File: config.mk
export PLATFORM = sky130hd
export DESIGN_NAME = ood_decoder
export DESIGN_NICKNAME = d
export VERILOG_FILES = /design/src/rtl/ood_pkg.sv /design/src/rtl/ood_decoder.sv
export SDC_FILE = /design/constraint.sdc
export NUM_CORES = 1
export LEC_CHECK = 0
export CAP_MARGIN = 40
export CORE_MARGIN = 2
export CORE_UTILIZATION = 40
export DETAILED_ROUTE_END_ITERATION = 6
export DONT_BUFFER_PORTS = 1
export PLACE_DENSITY = 0.6
export SLEW_MARGIN = 20
export SYNTH_ARGS = -nofsm -noshare
export SYNTH_HDL_FRONTEND = slang
export SYNTH_SLANG_ARGS = --single-unit
export TNS_END_PERCENT = 50
File: constraint.sdc
create_clock -name sys_clk -period 4.05 [get_ports sys_clk]
set_clock_uncertainty 0.2 [all_clocks]
set_input_delay 0.2025 -clock sys_clk [delete_from_list [all_inputs] [get_ports sys_clk]]
set_output_delay 0.2025 -clock sys_clk [all_outputs]
set_load 0.02 [all_outputs]
File: src/rtl/ood_pkg.sv
/*
  Constants and operation codes for the opcode/level decoder.
  Assumes a 32-bit instruction word and a level input coded 1..4.
*/
package ood_pkg;
  // instruction fields
  localparam int OP_HI = 31;
  localparam int OP_LO = 26;
  localparam int RT_HI = 20;
  localparam int RT_LO = 16;
  localparam int FN_HI = 5;
  localparam int FN_LO = 0;
  // architecture levels
  localparam logic [2:0] LVL_2 = 3'h2;
  localparam logic [2:0] LVL_3 = 3'h3;
  localparam logic [2:0] LVL_4 = 3'h4;
  // primary opcodes that select a class or a special slot
  localparam logic [5:0] OP_SECONDARY = 6'h00;
  localparam logic [5:0] OP_REGISTER_IMMEDIATE_CLASS = 6'h01;
  localparam logic [5:0] OP_COPROC3_OPERATION_SLOT = 6'h13;
  localparam logic [5:0] OP_COP0_BASE_SLOT = 6'h2f;
  // decoded operation groups
  typedef enum logic [5:0] {
    OOD_NONE, OOD_BASE, OOD_COPROC, OOD_FP_EXTENDED_CLASS, OOD_LIKELY_BRANCH,
    OOD_LOAD_LINKED_WORD, OOD_STORE_CONDITIONAL_WORD, OOD_COPROC_DOUBLE_MEM,
    OOD_COPROC3_OPERATION, OOD_COPROC3_MEM, OOD_DOUBLE_ADD_IMMEDIATE,
    OOD_DOUBLE_UNALIGNED, OOD_LOAD_WORD_ZERO_EXTEND, OOD_DOUBLE_MEM,
    OOD_LINKED_DOUBLE, OOD_PREFETCH_OP, OOD_COP0_BASE_OFFSET,
    OOD_MEMORY_BARRIER, OOD_TRAP_REGISTER, OOD_DOUBLE_SHIFT_VARIABLE,
    OOD_DOUBLE_MULTIPLY, OOD_DOUBLE_ADD, OOD_DOUBLE_SHIFT,
    OOD_FP_CONDITION_MOVE_CLASS, OOD_MOVE_ON_ZERO, OOD_MOVE_ON_NONZERO,
    OOD_TRAP_IMMEDIATE, OOD_RESERVED, OOD_UNDEFINED
  } ood_op_t;
endpackage

File: src/rtl/ood_decoder.sv
/*
  Registered opcode/level decoder: classifies primary, function and
  rt-field encodings by architecture level and flags exceptions.
  Assumes fetch presents instr with instr_valid; level and enables are
  stable while the word is decoded. Results appear one edge later.
*/
// Functional notes
// - primary opcode is bits 31..26, upper three row, lower three column
// - register-immediate class decodes rt bits 20..16, 20..19 row, 18..16 column
// - secondary class decodes function bits 5..0, upper row, lower column
// - reserved-for-future encodings raise reserved instruction
// - undefined-result encodings may do anything; here they raise reserved instruction
// - class entries are never executed; decoded through their secondary field
// - coprocessor operations raise coprocessor unusable without access
// - coprocessor-3 slots raise reserved instruction in level-3-only mode
// - fp condition-move class raises coprocessor unusable without coprocessor 1
// - system-control base-offset slot: decoded if implemented and level 2 or above, unusable without coprocessor 0, else reserved
// - level 2 adds likely branches, linked word, coprocessor doubleword memory
// - level 2 adds barrier, register traps, rt likely branches, immediate traps
// - level 3 retires coprocessor-3 slots and adds doubleword memory ops
// - level 3 adds doubleword shifts, multiply/divide, add/subtract
// - level 4 adds fp extended class, prefetch, condition moves
// - floating-point ops with coprocessor 1 disabled raise coprocessor unusable
`timescale 1ns/10ps
`default_nettype none
module ood_decoder #(
  parameter bit COP0_BASE_IMPL = 1'b0
) (
  // clock and reset
  input wire logic sys_clk,
  input wire logic rst_b,
  // instruction from fetch
  input wire logic instr_valid,
  input wire logic [31:0] instr,
  // processor state
  input wire logic [2:0] arch_level,
  input wire logic [3:0] cop_usable,
  // decode result
  output logic dec_valid_q,
  output var ood_pkg::ood_op_t dec_op_q,
  output logic reserved_instr_q,
  output logic cop_unusable_q
);

  logic [5:0] opc;
  logic [5:0] fn;
  logic [4:0] rt;
  logic [2:0] op_row;
  logic [2:0] op_col;
  logic [2:0] fn_row;
  logic [2:0] fn_col;
  logic [1:0] rt_row;
  logic [2:0] rt_col;
  logic lv2;
  logic lv3;
  logic lv4;
  ood_pkg::ood_op_t op_d;
  logic cu_d;
  logic ri_d;

  assign opc = instr[ood_pkg::OP_HI:ood_pkg::OP_LO];
  assign op_row = opc[5:3];
  assign op_col = opc[2:0];
  assign fn = instr[ood_pkg::FN_HI:ood_pkg::FN_LO];
  assign fn_row = fn[5:3];
  assign fn_col = fn[2:0];
  assign rt = instr[ood_pkg::RT_HI:ood_pkg::RT_LO];
  assign rt_row = rt[4:3];
  assign rt_col = rt[2:0];
  assign lv2 = arch_level >= ood_pkg::LVL_2;
  assign lv3 = arch_level >= ood_pkg::LVL_3;
  assign lv4 = arch_level >= ood_pkg::LVL_4;

  // one combinational pass; unusable is judged before reserved
  always_comb begin
    op_d = ood_pkg::OOD_RESERVED;
    cu_d = 1'b0;
    if (opc == ood_pkg::OP_SECONDARY) begin
      // class entry: operation comes from the function field
      unique case (fn_row)
        3'h0: begin
          if (fn_col == 3'h1) begin
            if (lv4) begin
              op_d = ood_pkg::OOD_FP_CONDITION_MOVE_CLASS;
              cu_d = !cop_usable[1];
            end
          end else if (fn_col != 3'h5) begin
            op_d = ood_pkg::OOD_BASE;
          end
        end
        3'h1: begin
          unique case (fn_col)
            3'h0, 3'h1, 3'h4, 3'h5: op_d = ood_pkg::OOD_BASE;
            3'h2: op_d = lv4 ? ood_pkg::OOD_MOVE_ON_ZERO : ood_pkg::OOD_RESERVED;
            3'h3: op_d = lv4 ? ood_pkg::OOD_MOVE_ON_NONZERO : ood_pkg::OOD_RESERVED;
            3'h7: op_d = lv2 ? ood_pkg::OOD_MEMORY_BARRIER : ood_pkg::OOD_RESERVED;
            3'h6: op_d = ood_pkg::OOD_RESERVED;
          endcase
        end
        3'h2: begin
          if (!fn_col[2]) begin
            op_d = ood_pkg::OOD_BASE;
          end else if (fn_col != 3'h5 && lv3) begin
            op_d = ood_pkg::OOD_DOUBLE_SHIFT_VARIABLE;
          end
        end
        3'h3: begin
          if (!fn_col[2]) begin
            op_d = ood_pkg::OOD_BASE;
          end else if (lv3) begin
            op_d = ood_pkg::OOD_DOUBLE_MULTIPLY;
          end
        end
        3'h4: op_d = ood_pkg::OOD_BASE;
        3'h5: begin
          if (fn_col == 3'h2 || fn_col == 3'h3) begin
            op_d = ood_pkg::OOD_BASE;
          end else if (fn_col[2] && lv3) begin
            op_d = ood_pkg::OOD_DOUBLE_ADD;
          end
        end
        3'h6: begin
          if (fn_col != 3'h5 && fn_col != 3'h7 && lv2) begin
            op_d = ood_pkg::OOD_TRAP_REGISTER;
          end
        end
        3'h7: begin
          if (fn_col != 3'h1 && fn_col != 3'h5 && lv3) begin
            op_d = ood_pkg::OOD_DOUBLE_SHIFT;
          end
        end
      endcase
    end else if (opc == ood_pkg::OP_REGISTER_IMMEDIATE_CLASS) begin
      // class entry: operation comes from the rt field
      unique case (rt_row)
        2'h0, 2'h2: begin
          if (rt_col[2:1] == 2'h0) begin
            op_d = ood_pkg::OOD_BASE;
          end else if (rt_col[2:1] == 2'h1 && lv2) begin
            op_d = ood_pkg::OOD_LIKELY_BRANCH;
          end else if (!lv2) begin
            op_d = ood_pkg::OOD_UNDEFINED;
          end
        end
        2'h1: begin
          if (lv2 && rt_col != 3'h5 && rt_col != 3'h7) begin
            op_d = ood_pkg::OOD_TRAP_IMMEDIATE;
          end else if (!lv2) begin
            op_d = ood_pkg::OOD_UNDEFINED;
          end
        end
        2'h3: op_d = lv2 ? ood_pkg::OOD_RESERVED : ood_pkg::OOD_UNDEFINED;
      endcase
    end else begin
      unique case (op_row)
        3'h0, 3'h1: op_d = ood_pkg::OOD_BASE;
        3'h2: begin
          if (op_col[2]) begin
            if (lv2) begin
              op_d = ood_pkg::OOD_LIKELY_BRANCH;
            end
          end else if (op_col == 3'h3) begin
            if (lv4) begin
              op_d = ood_pkg::OOD_FP_EXTENDED_CLASS;
              cu_d = !cop_usable[1];
            end else if (!lv3) begin
              op_d = ood_pkg::OOD_COPROC3_OPERATION;
              cu_d = !cop_usable[3];
            end
          end else begin
            op_d = ood_pkg::OOD_COPROC;
            cu_d = !cop_usable[op_col[1:0]];
          end
        end
        3'h3: begin
          if (!op_col[2] && lv3) begin
            op_d = op_col[1] ? ood_pkg::OOD_DOUBLE_UNALIGNED : ood_pkg::OOD_DOUBLE_ADD_IMMEDIATE;
          end
        end
        3'h4: begin
          if (op_col != 3'h7) begin
            op_d = ood_pkg::OOD_BASE;
          end else if (lv3) begin
            op_d = ood_pkg::OOD_LOAD_WORD_ZERO_EXTEND;
          end
        end
        3'h5: begin
          if (opc == ood_pkg::OP_COP0_BASE_SLOT) begin
            if (lv2 && COP0_BASE_IMPL) begin
              op_d = ood_pkg::OOD_COP0_BASE_OFFSET;
              cu_d = !cop_usable[0];
            end
          end else if (op_col[2:1] == 2'h2) begin
            if (lv3) begin
              op_d = ood_pkg::OOD_DOUBLE_UNALIGNED;
            end
          end else begin
            op_d = ood_pkg::OOD_BASE;
          end
        end
        3'h6, 3'h7: begin
          unique case (op_col)
            3'h0: begin
              if (lv2) begin
                op_d = op_row[0] ? ood_pkg::OOD_STORE_CONDITIONAL_WORD : ood_pkg::OOD_LOAD_LINKED_WORD;
              end
            end
            3'h1, 3'h2: begin
              op_d = ood_pkg::OOD_COPROC;
              cu_d = !cop_usable[op_col[1:0]];
            end
            3'h3: begin
              if (lv4 && !op_row[0]) begin
                op_d = ood_pkg::OOD_PREFETCH_OP;
              end else if (!lv3) begin
                op_d = ood_pkg::OOD_COPROC3_MEM;
                cu_d = !cop_usable[3];
              end
            end
            3'h4: begin
              if (lv3) begin
                op_d = ood_pkg::OOD_LINKED_DOUBLE;
              end
            end
            3'h5, 3'h6: begin
              if (lv2) begin
                op_d = ood_pkg::OOD_COPROC_DOUBLE_MEM;
                // column 101 serves coprocessor 1, column 110 coprocessor 2
                cu_d = !cop_usable[op_col[1:0]];
              end
            end
            3'h7: begin
              if (lv3) begin
                op_d = ood_pkg::OOD_DOUBLE_MEM;
              end else if (lv2) begin
                op_d = ood_pkg::OOD_COPROC3_MEM;
                cu_d = !cop_usable[3];
              end
            end
          endcase
        end
      endcase
    end
    // reserved only where no unusable condition stands
    ri_d = !cu_d && (op_d == ood_pkg::OOD_RESERVED || op_d == ood_pkg::OOD_UNDEFINED);
  end

  // answer qualifier: one edge after each request
  always_ff @(posedge sys_clk) begin
    if (!rst_b) begin
      dec_valid_q <= 1'b0;
    end else begin
      dec_valid_q <= instr_valid;
    end
  end

  // idle cycles show no operation, so a stale group never leaks
  always_ff @(posedge sys_clk) begin
    if (!rst_b) begin
      dec_op_q <= ood_pkg::OOD_NONE;
    end else begin
      dec_op_q <= instr_valid ? op_d : ood_pkg::OOD_NONE;
    end
  end

  // reserved flag
  always_ff @(posedge sys_clk) begin
    if (!rst_b) begin
      reserved_instr_q <= 1'b0;
    end else begin
      reserved_instr_q <= instr_valid && ri_d;
    end
  end

  // unusable flag
  always_ff @(posedge sys_clk) begin
    if (!rst_b) begin
      cop_unusable_q <= 1'b0;
    end else begin
      cop_unusable_q <= instr_valid && cu_d;
    end
  end

endmodule
`default_nettype wire

==> metrics.md, run 1 <==
| Metric | Value |
|---|---|
| Count leader, synth | `nor2_1` |
| Largest net degree at the start of global routing | `29` |
| DRC Markers | `0` |
| Min-Delay Path Class | `in -> reg` |
| CP peak stage delay | `580 ps` |
| First-pass GRT wire length | `5740 um` |
| Gr usage total | `0.2046` |
| Post-synth top area cell | `dfxtp_1` |
| Critical path type | `in -> reg` |
| Critical Path RT | `4000 ps` |
| Crit path launch type | `input port` |
| Synth Area per Inst | `6.798 um2` |
| Crit-path cells | `dlygate4sd3_1 > nand2_1 > dlygate4sd3_1 > inv_1 > o41a_1 > o41a_1 > nor4bb_1` |
| WHS | `6.588 ps` |
| Die Span Y | `59.31 um` |
| #FFs+latches synth | `8` |
| Placed cell count | `194` |
| Post CTS Setup Buffer Count | `0` |
| Worst VDD drop | `57.49 uV` |
| Via density | `6.769` |
| Die X | `59.31 um` |
| IO buf count | `0` |
| Final ANT Viol Nets | `0` |
| Clk root buf | `clkbuf_4` |
| Post-synth ARST share | `0` |
| # fillers | `313` |
| Final Wtd Congestion | `0.8624` |
| Cell variety after synth | `60` |
| Synth warn | `0` |
| FF/Latch Area | `160.2 um2` |
| Final Hold Fails | `0` |
| Die area | `3518 um2` |
| Finished Cell Area | `1224 um2` |
| Max cap viols | `0` |
| Ranking of synthesized cells by area | `dfxtp_1 (13%), a21oi_1 (5.3%), nor2_1 (5.2%), clkbuf_1 (4.9%), nor2b_1 (4.6%)` |
| Setup tns final | `0 ps` |
| Initial DRC Count | `57` |
| Critical Path AT | `2050 ps` |
| Sink Count | `8` |
| Antenna fix cells | `0` |
| Outcome | `finished clean` |
| Syn nets | `222` |
| Relative slew slack | `0.6020` |
| Initial antenna violation count | `0` |
| Share of post-route cells with drive strength above 1 | `0.05422` |
| Final setup viols | `0` |
| Multi-input gate area | `964.7 um2` |
| CP max stage cell | `dlygate4sd3_1` |
| Post-DP HPWL | `2419 um` |
| Pre-CTS WS | `1784 ps` |
| Mapped Cells | `180` |
| Rows | `20` |
| Vias in the first global route | `1204` |
| Initial Utilization | `0.4109` |
| Pleak | `0.4138 nW` |
| Pwr/cell area | `176.6 nW/um2` |
| Slew @ Worst Pin | `591.6 ps` |
| Fin crit share | `0.5184` |
| Most frequent cells after synthesis | `nor2_1 (17), clkbuf_1 (16), a21oi_1 (13)` |
| H-tree Lvls | `1` |
| Boundary Pins | `51` |
| TritonCTS buffer count | `3` |
| Fmax | `0.4763 GHz` |
| DRT Pass-1 Iters | `5` |
| Mapped cell area | `1224 um2` |
| Clk slew on worst S/H paths | `50 ps` |
| Fin cells | `199` |
| RSZ-0062 raised after global routing | `no` |
| Max Slew Vio Count | `0` |
| Drt wl/cell | `16.90 um` |
| Crit-path max FO | `5` |
| Vias | `1347` |
| Worst setup margin | `1950 ps` |
| Minimum clock period | `2100 ps` |
| Max Root-Sink Buffers | `2` |
| Synth-to-Final Area Change | `-0.0003269%` |
| Nets | `210` |
| GRT overflow | `0` |
| DP Area | `1181 um2` |
| Worst setup EP type | `flop` |
| Sequential area share after synthesis | `0.1309` |
| Core ar. | `2978 um2` |
| Final wirelength | `3364 um` |
| Yosys top cell area share | `0.1309` |
| Top FF cell, synth | `dfxtp_1` |
| CTS tree | `built` |
| Post-synth EDFFs | `0` |
==> through the flow <==
stage,utilization,total power [W]
final,0.4109,0.0002162
after global routing,0.4109,0.0002335
after CTS,0.4109,0.0002161
after detailed placement,0.3966,0.0001576
after global placement,0.3966,0.0001570
after floorplan,-,0.0001661
==> final cells by class <==
class                      count  area share
sequential                     8      0.1309
clock buffer                   3     0.01840
tap                           33     0.03374
inverter                       4     0.01227
multi-input combinational    149      0.7883
timing repair buffer           2     0.01636
==> final timing paths <==
check	startpoint	end	slack (ps)	cells after the start
min	cop_usable[1]	cop_unusable_q	7	2
max	instr_valid	reserved_instr_q	1950	7
==> state kept, by name, indices dropped and copies added, names as in the netlist <==
signal            flops
dec_op_q              5
cop_unusable_q        1
dec_valid_q           1
reserved_instr_q      1
==> power breakdown <==
| group | leakage (nW) | switching [W] | internal, W |
|---|---|---|---|
| clock | 0.0138 | 0.0000239 | 0.0000337 |
| combinational | 0.335 | 0.0000358 | 0.0000352 |
| sequential | 0.0654 | 0.00000525 | 0.0000823 |
==> repair_timing <==
| action | in CTS | in global routing |
|---|---|---|
| resized for setup | 0 | 0 |
| endpoints found under the hold margin | 3 | 0 |
| hold buffers | 2 | 0 |
==> kinds of logic after synthesis <==
logic type	share of synthesized area
mux	0.02658
other cells	0.003065
buf+inv	0.08077
flops	0.1309
compound gates	0.4039
simple gates	0.3476
xor+xnor	0.007159
==> per-layer routing <==
layer | track usage | vias up | share of wire
li1 | - | 664 | -
met5 | 0 | - | 0
met3 | 0.04585 | 3 | 0.095
met4 | 0.04545 | 0 | 0.0062
met1 | 0.2857 | 614 | 0.45
met2 | 0.3187 | 66 | 0.45
==> cells in the final DEF, fill, tap and decap left out, types with 3 or more instances in the layout <==
cell / netlist / final
a211oi_1: 3 / 3
a21o_1: 4 / 4
a21oi_1: 13 / 13
a311oi_1: 3 / 3
a31oi_1: 4 / 4
and2_1: 4 / 4
clkbuf_4: 0 / 3
dfxtp_1: 8 / 8
inv_1: 4 / 4
nand2_1: 11 / 11
nand2b_1: 5 / 5
nand3_1: 3 / 3
nor2_1: 17 / 17
nor2b_1: 9 / 9
nor3_1: 8 / 8
nor3b_1: 3 / 3
o2111ai_1: 3 / 3
o21ai_0: 9 / 9
o31ai_1: 3 / 3
==> critical path, delay by kind of cell <==
| kind | cells | cell delay [ps] |
|---|---|---|
| AO/OA/AOI/OAI | 2 | 350 |
| buffers and inverters | 3 | 1230 |
| AND/OR/NAND/NOR | 2 | 260 |
(Power assumes the default switching activity.)
==> inputs of run 2 (changes only) <==
- clock period: 4.05 -> 2.08 ns (I/O delays scaled with it)
==> metrics.md, run 2 (synthesized netlist as in run 1, its figures left out) <==
| Metric | Value |
|---|---|
| Buf/Inv on CP | `3` |
| Max Slew Vio Count | `0` |
| Share of post-route cells with drive strength above 1 | `0.09249` |
| Vias | `1414` |
| IO buf count | `0` |
| CP max stage cell | `dlygate4sd3_1` |
| Rows | `20` |
| Sink Count | `8` |
| Final Hold Fails | `0` |
| Final wirelength | `3450 um` |
| Slew @ Worst Pin | `506.3 ps` |
| RSZ-0062 raised after global routing | `no` |
| Commonest non-fill, non-tap cell in the layout | `nor2_1` |
| Max cap viols | `0` |
| Boundary Pins | `51` |
| Fin crit share | `0.9406` |
| GRT overflow | `0` |
| Outcome | `finished clean` |
| Commonest cells after routing, fill and taps aside | `nor2_1 (17), a21oi_1 (13), nand2_1 (11), nor2b_1 (9), o21ai_0 (9)` |
| Critical path's top delay family | `buffers and inverters` |
| Max reg flops | `5` |
| Gr busiest metal | `met2` |
| Crit. path cell count | `7` |
| Gr usage total | `0.2041` |
| Pre-CTS WS | `-85.61 ps` |
| Crit-path cells | `dlygate4sd3_1 > nand2_1 > dlygate4sd3_1 > inv_2 > o41a_1 > o41a_1 > nor4bb_2` |
| Final ANT Viol Nets | `0` |
| Placed cell count | `199` |
| Met2 global-route usage | `0.3061` |
| Minimum clock period | `1957 ps` |
| Largest Register | `dec_op_q` |
| Die Span Y | `59.31 um` |
| GRT met1 Usage | `0.2988` |
| First-pass GRT wire length | `5754 um` |
| Post CTS Setup Buffer Count | `0` |
| Initial Utilization | `0.4109` |
| Worst setup margin | `123.5 ps` |
| Die area | `3518 um2` |
| Largest net degree at the start of global routing | `29` |
| Clk slew on worst S/H paths | `50 ps` |
| Synth-to-Final Area Change | `5.317%` |
| Initial DRC Count | `73` |
| Core ar. | `2978 um2` |
| Critical Path AT | `1900 ps` |
| Via density | `6.864` |
| Critical Path RT | `2030 ps` |
| Final setup viols | `0` |
| Die X | `59.31 um` |
| Worst VDD drop | `112.2 uV` |
| Min-Delay Path Class | `in -> reg` |
| Drt wl/cell | `16.75 um` |
| Vias in the first global route | `1236` |
| DRT Pass-1 Iters | `4` |
| DRC Markers | `0` |
| Fin cells | `206` |
| TritonCTS buffer count | `3` |
| CP peak stage delay | `600 ps` |
| Post-DP HPWL | `2467 um` |
| Relative slew slack | `0.6580` |
| CTS tree | `built` |
| Final Wtd Congestion | `0.8911` |
| H-tree Lvls | `1` |
| Antenna fix cells | `0` |
| Critical path type | `in -> reg` |
| Hold path depth | `3` |
| Nets | `217` |
| Initial antenna violation count | `0` |
| Crit path launch type | `input port` |
| Grt met3 use | `0.02402` |
| Pwr/cell area | `331.0 nW/um2` |
| Crit-path max FO | `5` |
| Worst setup EP type | `flop` |
| Pleak | `0.4449 nW` |
| Max Root-Sink Buffers | `2` |
| Clk root buf | `clkbuf_4` |
| Fmax | `0.5111 GHz` |
-- run 2: changes by cell type in the layout (fill, tap and decap cells not counted) --
cell and change:
a2111oi_0 -1, nor4bb_2 +1, nor4bb_1 -1, inv_1 -1, a2111oi_1 +1, dlygate4sd3_1 +2, buf_4 +5, inv_2 +1
-- run 2: per-layer routing --
| layer | share of wire | vias to the layer above |
|---|---|---|
| met5 | 0 | - |
| met4 | 0.013 | 0 |
| met3 | 0.084 | 4 |
| met2 | 0.46 | 80 |
| met1 | 0.44 | 656 |
| li1 | - | 674 |
-- run 2: area by class of cell --
class | count | area (um2)
inverter | 4 | 15.01
clock buffer | 3 | 22.52
timing repair buffer | 9 | 77.57
tap | 33 | 41.29
fill | 314 | 1689
sequential | 8 | 160.2
multi-input combinational | 149 | 972.2
-- run 2: timing repair --
action                                  4_1_cts  5_1_grt
hold buffers                                  4        0
endpoints found under the setup margin        0        1
resized for setup                             0        3
hold endpoints to repair                      4        0
-- run 2: path summary, 6_finish.rpt --
kind | from | endpoint | slack, ps
setup / recovery | instr_valid | reserved_instr_q | 120
hold / removal | instr[5] | dec_op_q[1] | 10
-- run 2: power by group --
part	switching, W	internal (W)	leakage [nW]
sequential	0.0000102	0.000160	0.0654
clock	0.0000427	0.0000653	0.0138
combinational	0.0000725	0.0000753	0.366
total	0.000126	0.000301	0.445
-- run 2: through the flow --
| stage | util | power (W) | hold slack, ps | area, um2 | setup TNS, ps |
|---|---|---|---|---|---|
| final | 0.4328 | 0.0004265 | 11.98 | 1289 | 0 |
| after global routing | 0.4328 | 0.0004602 | 29.97 | 1289 | 0 |
| after CTS | 0.4303 | 0.0004259 | 1.757 | 1281 | 0 |
| after detailed placement | 0.4092 | 0.0003101 | 85.89 | 1219 | -85.61 |
| after global placement | 0.4092 | 0.0003095 | 80.11 | 1219 | -71.75 |
| after floorplan | - | 0.0003234 | 66.92 | 1224 | 0 |
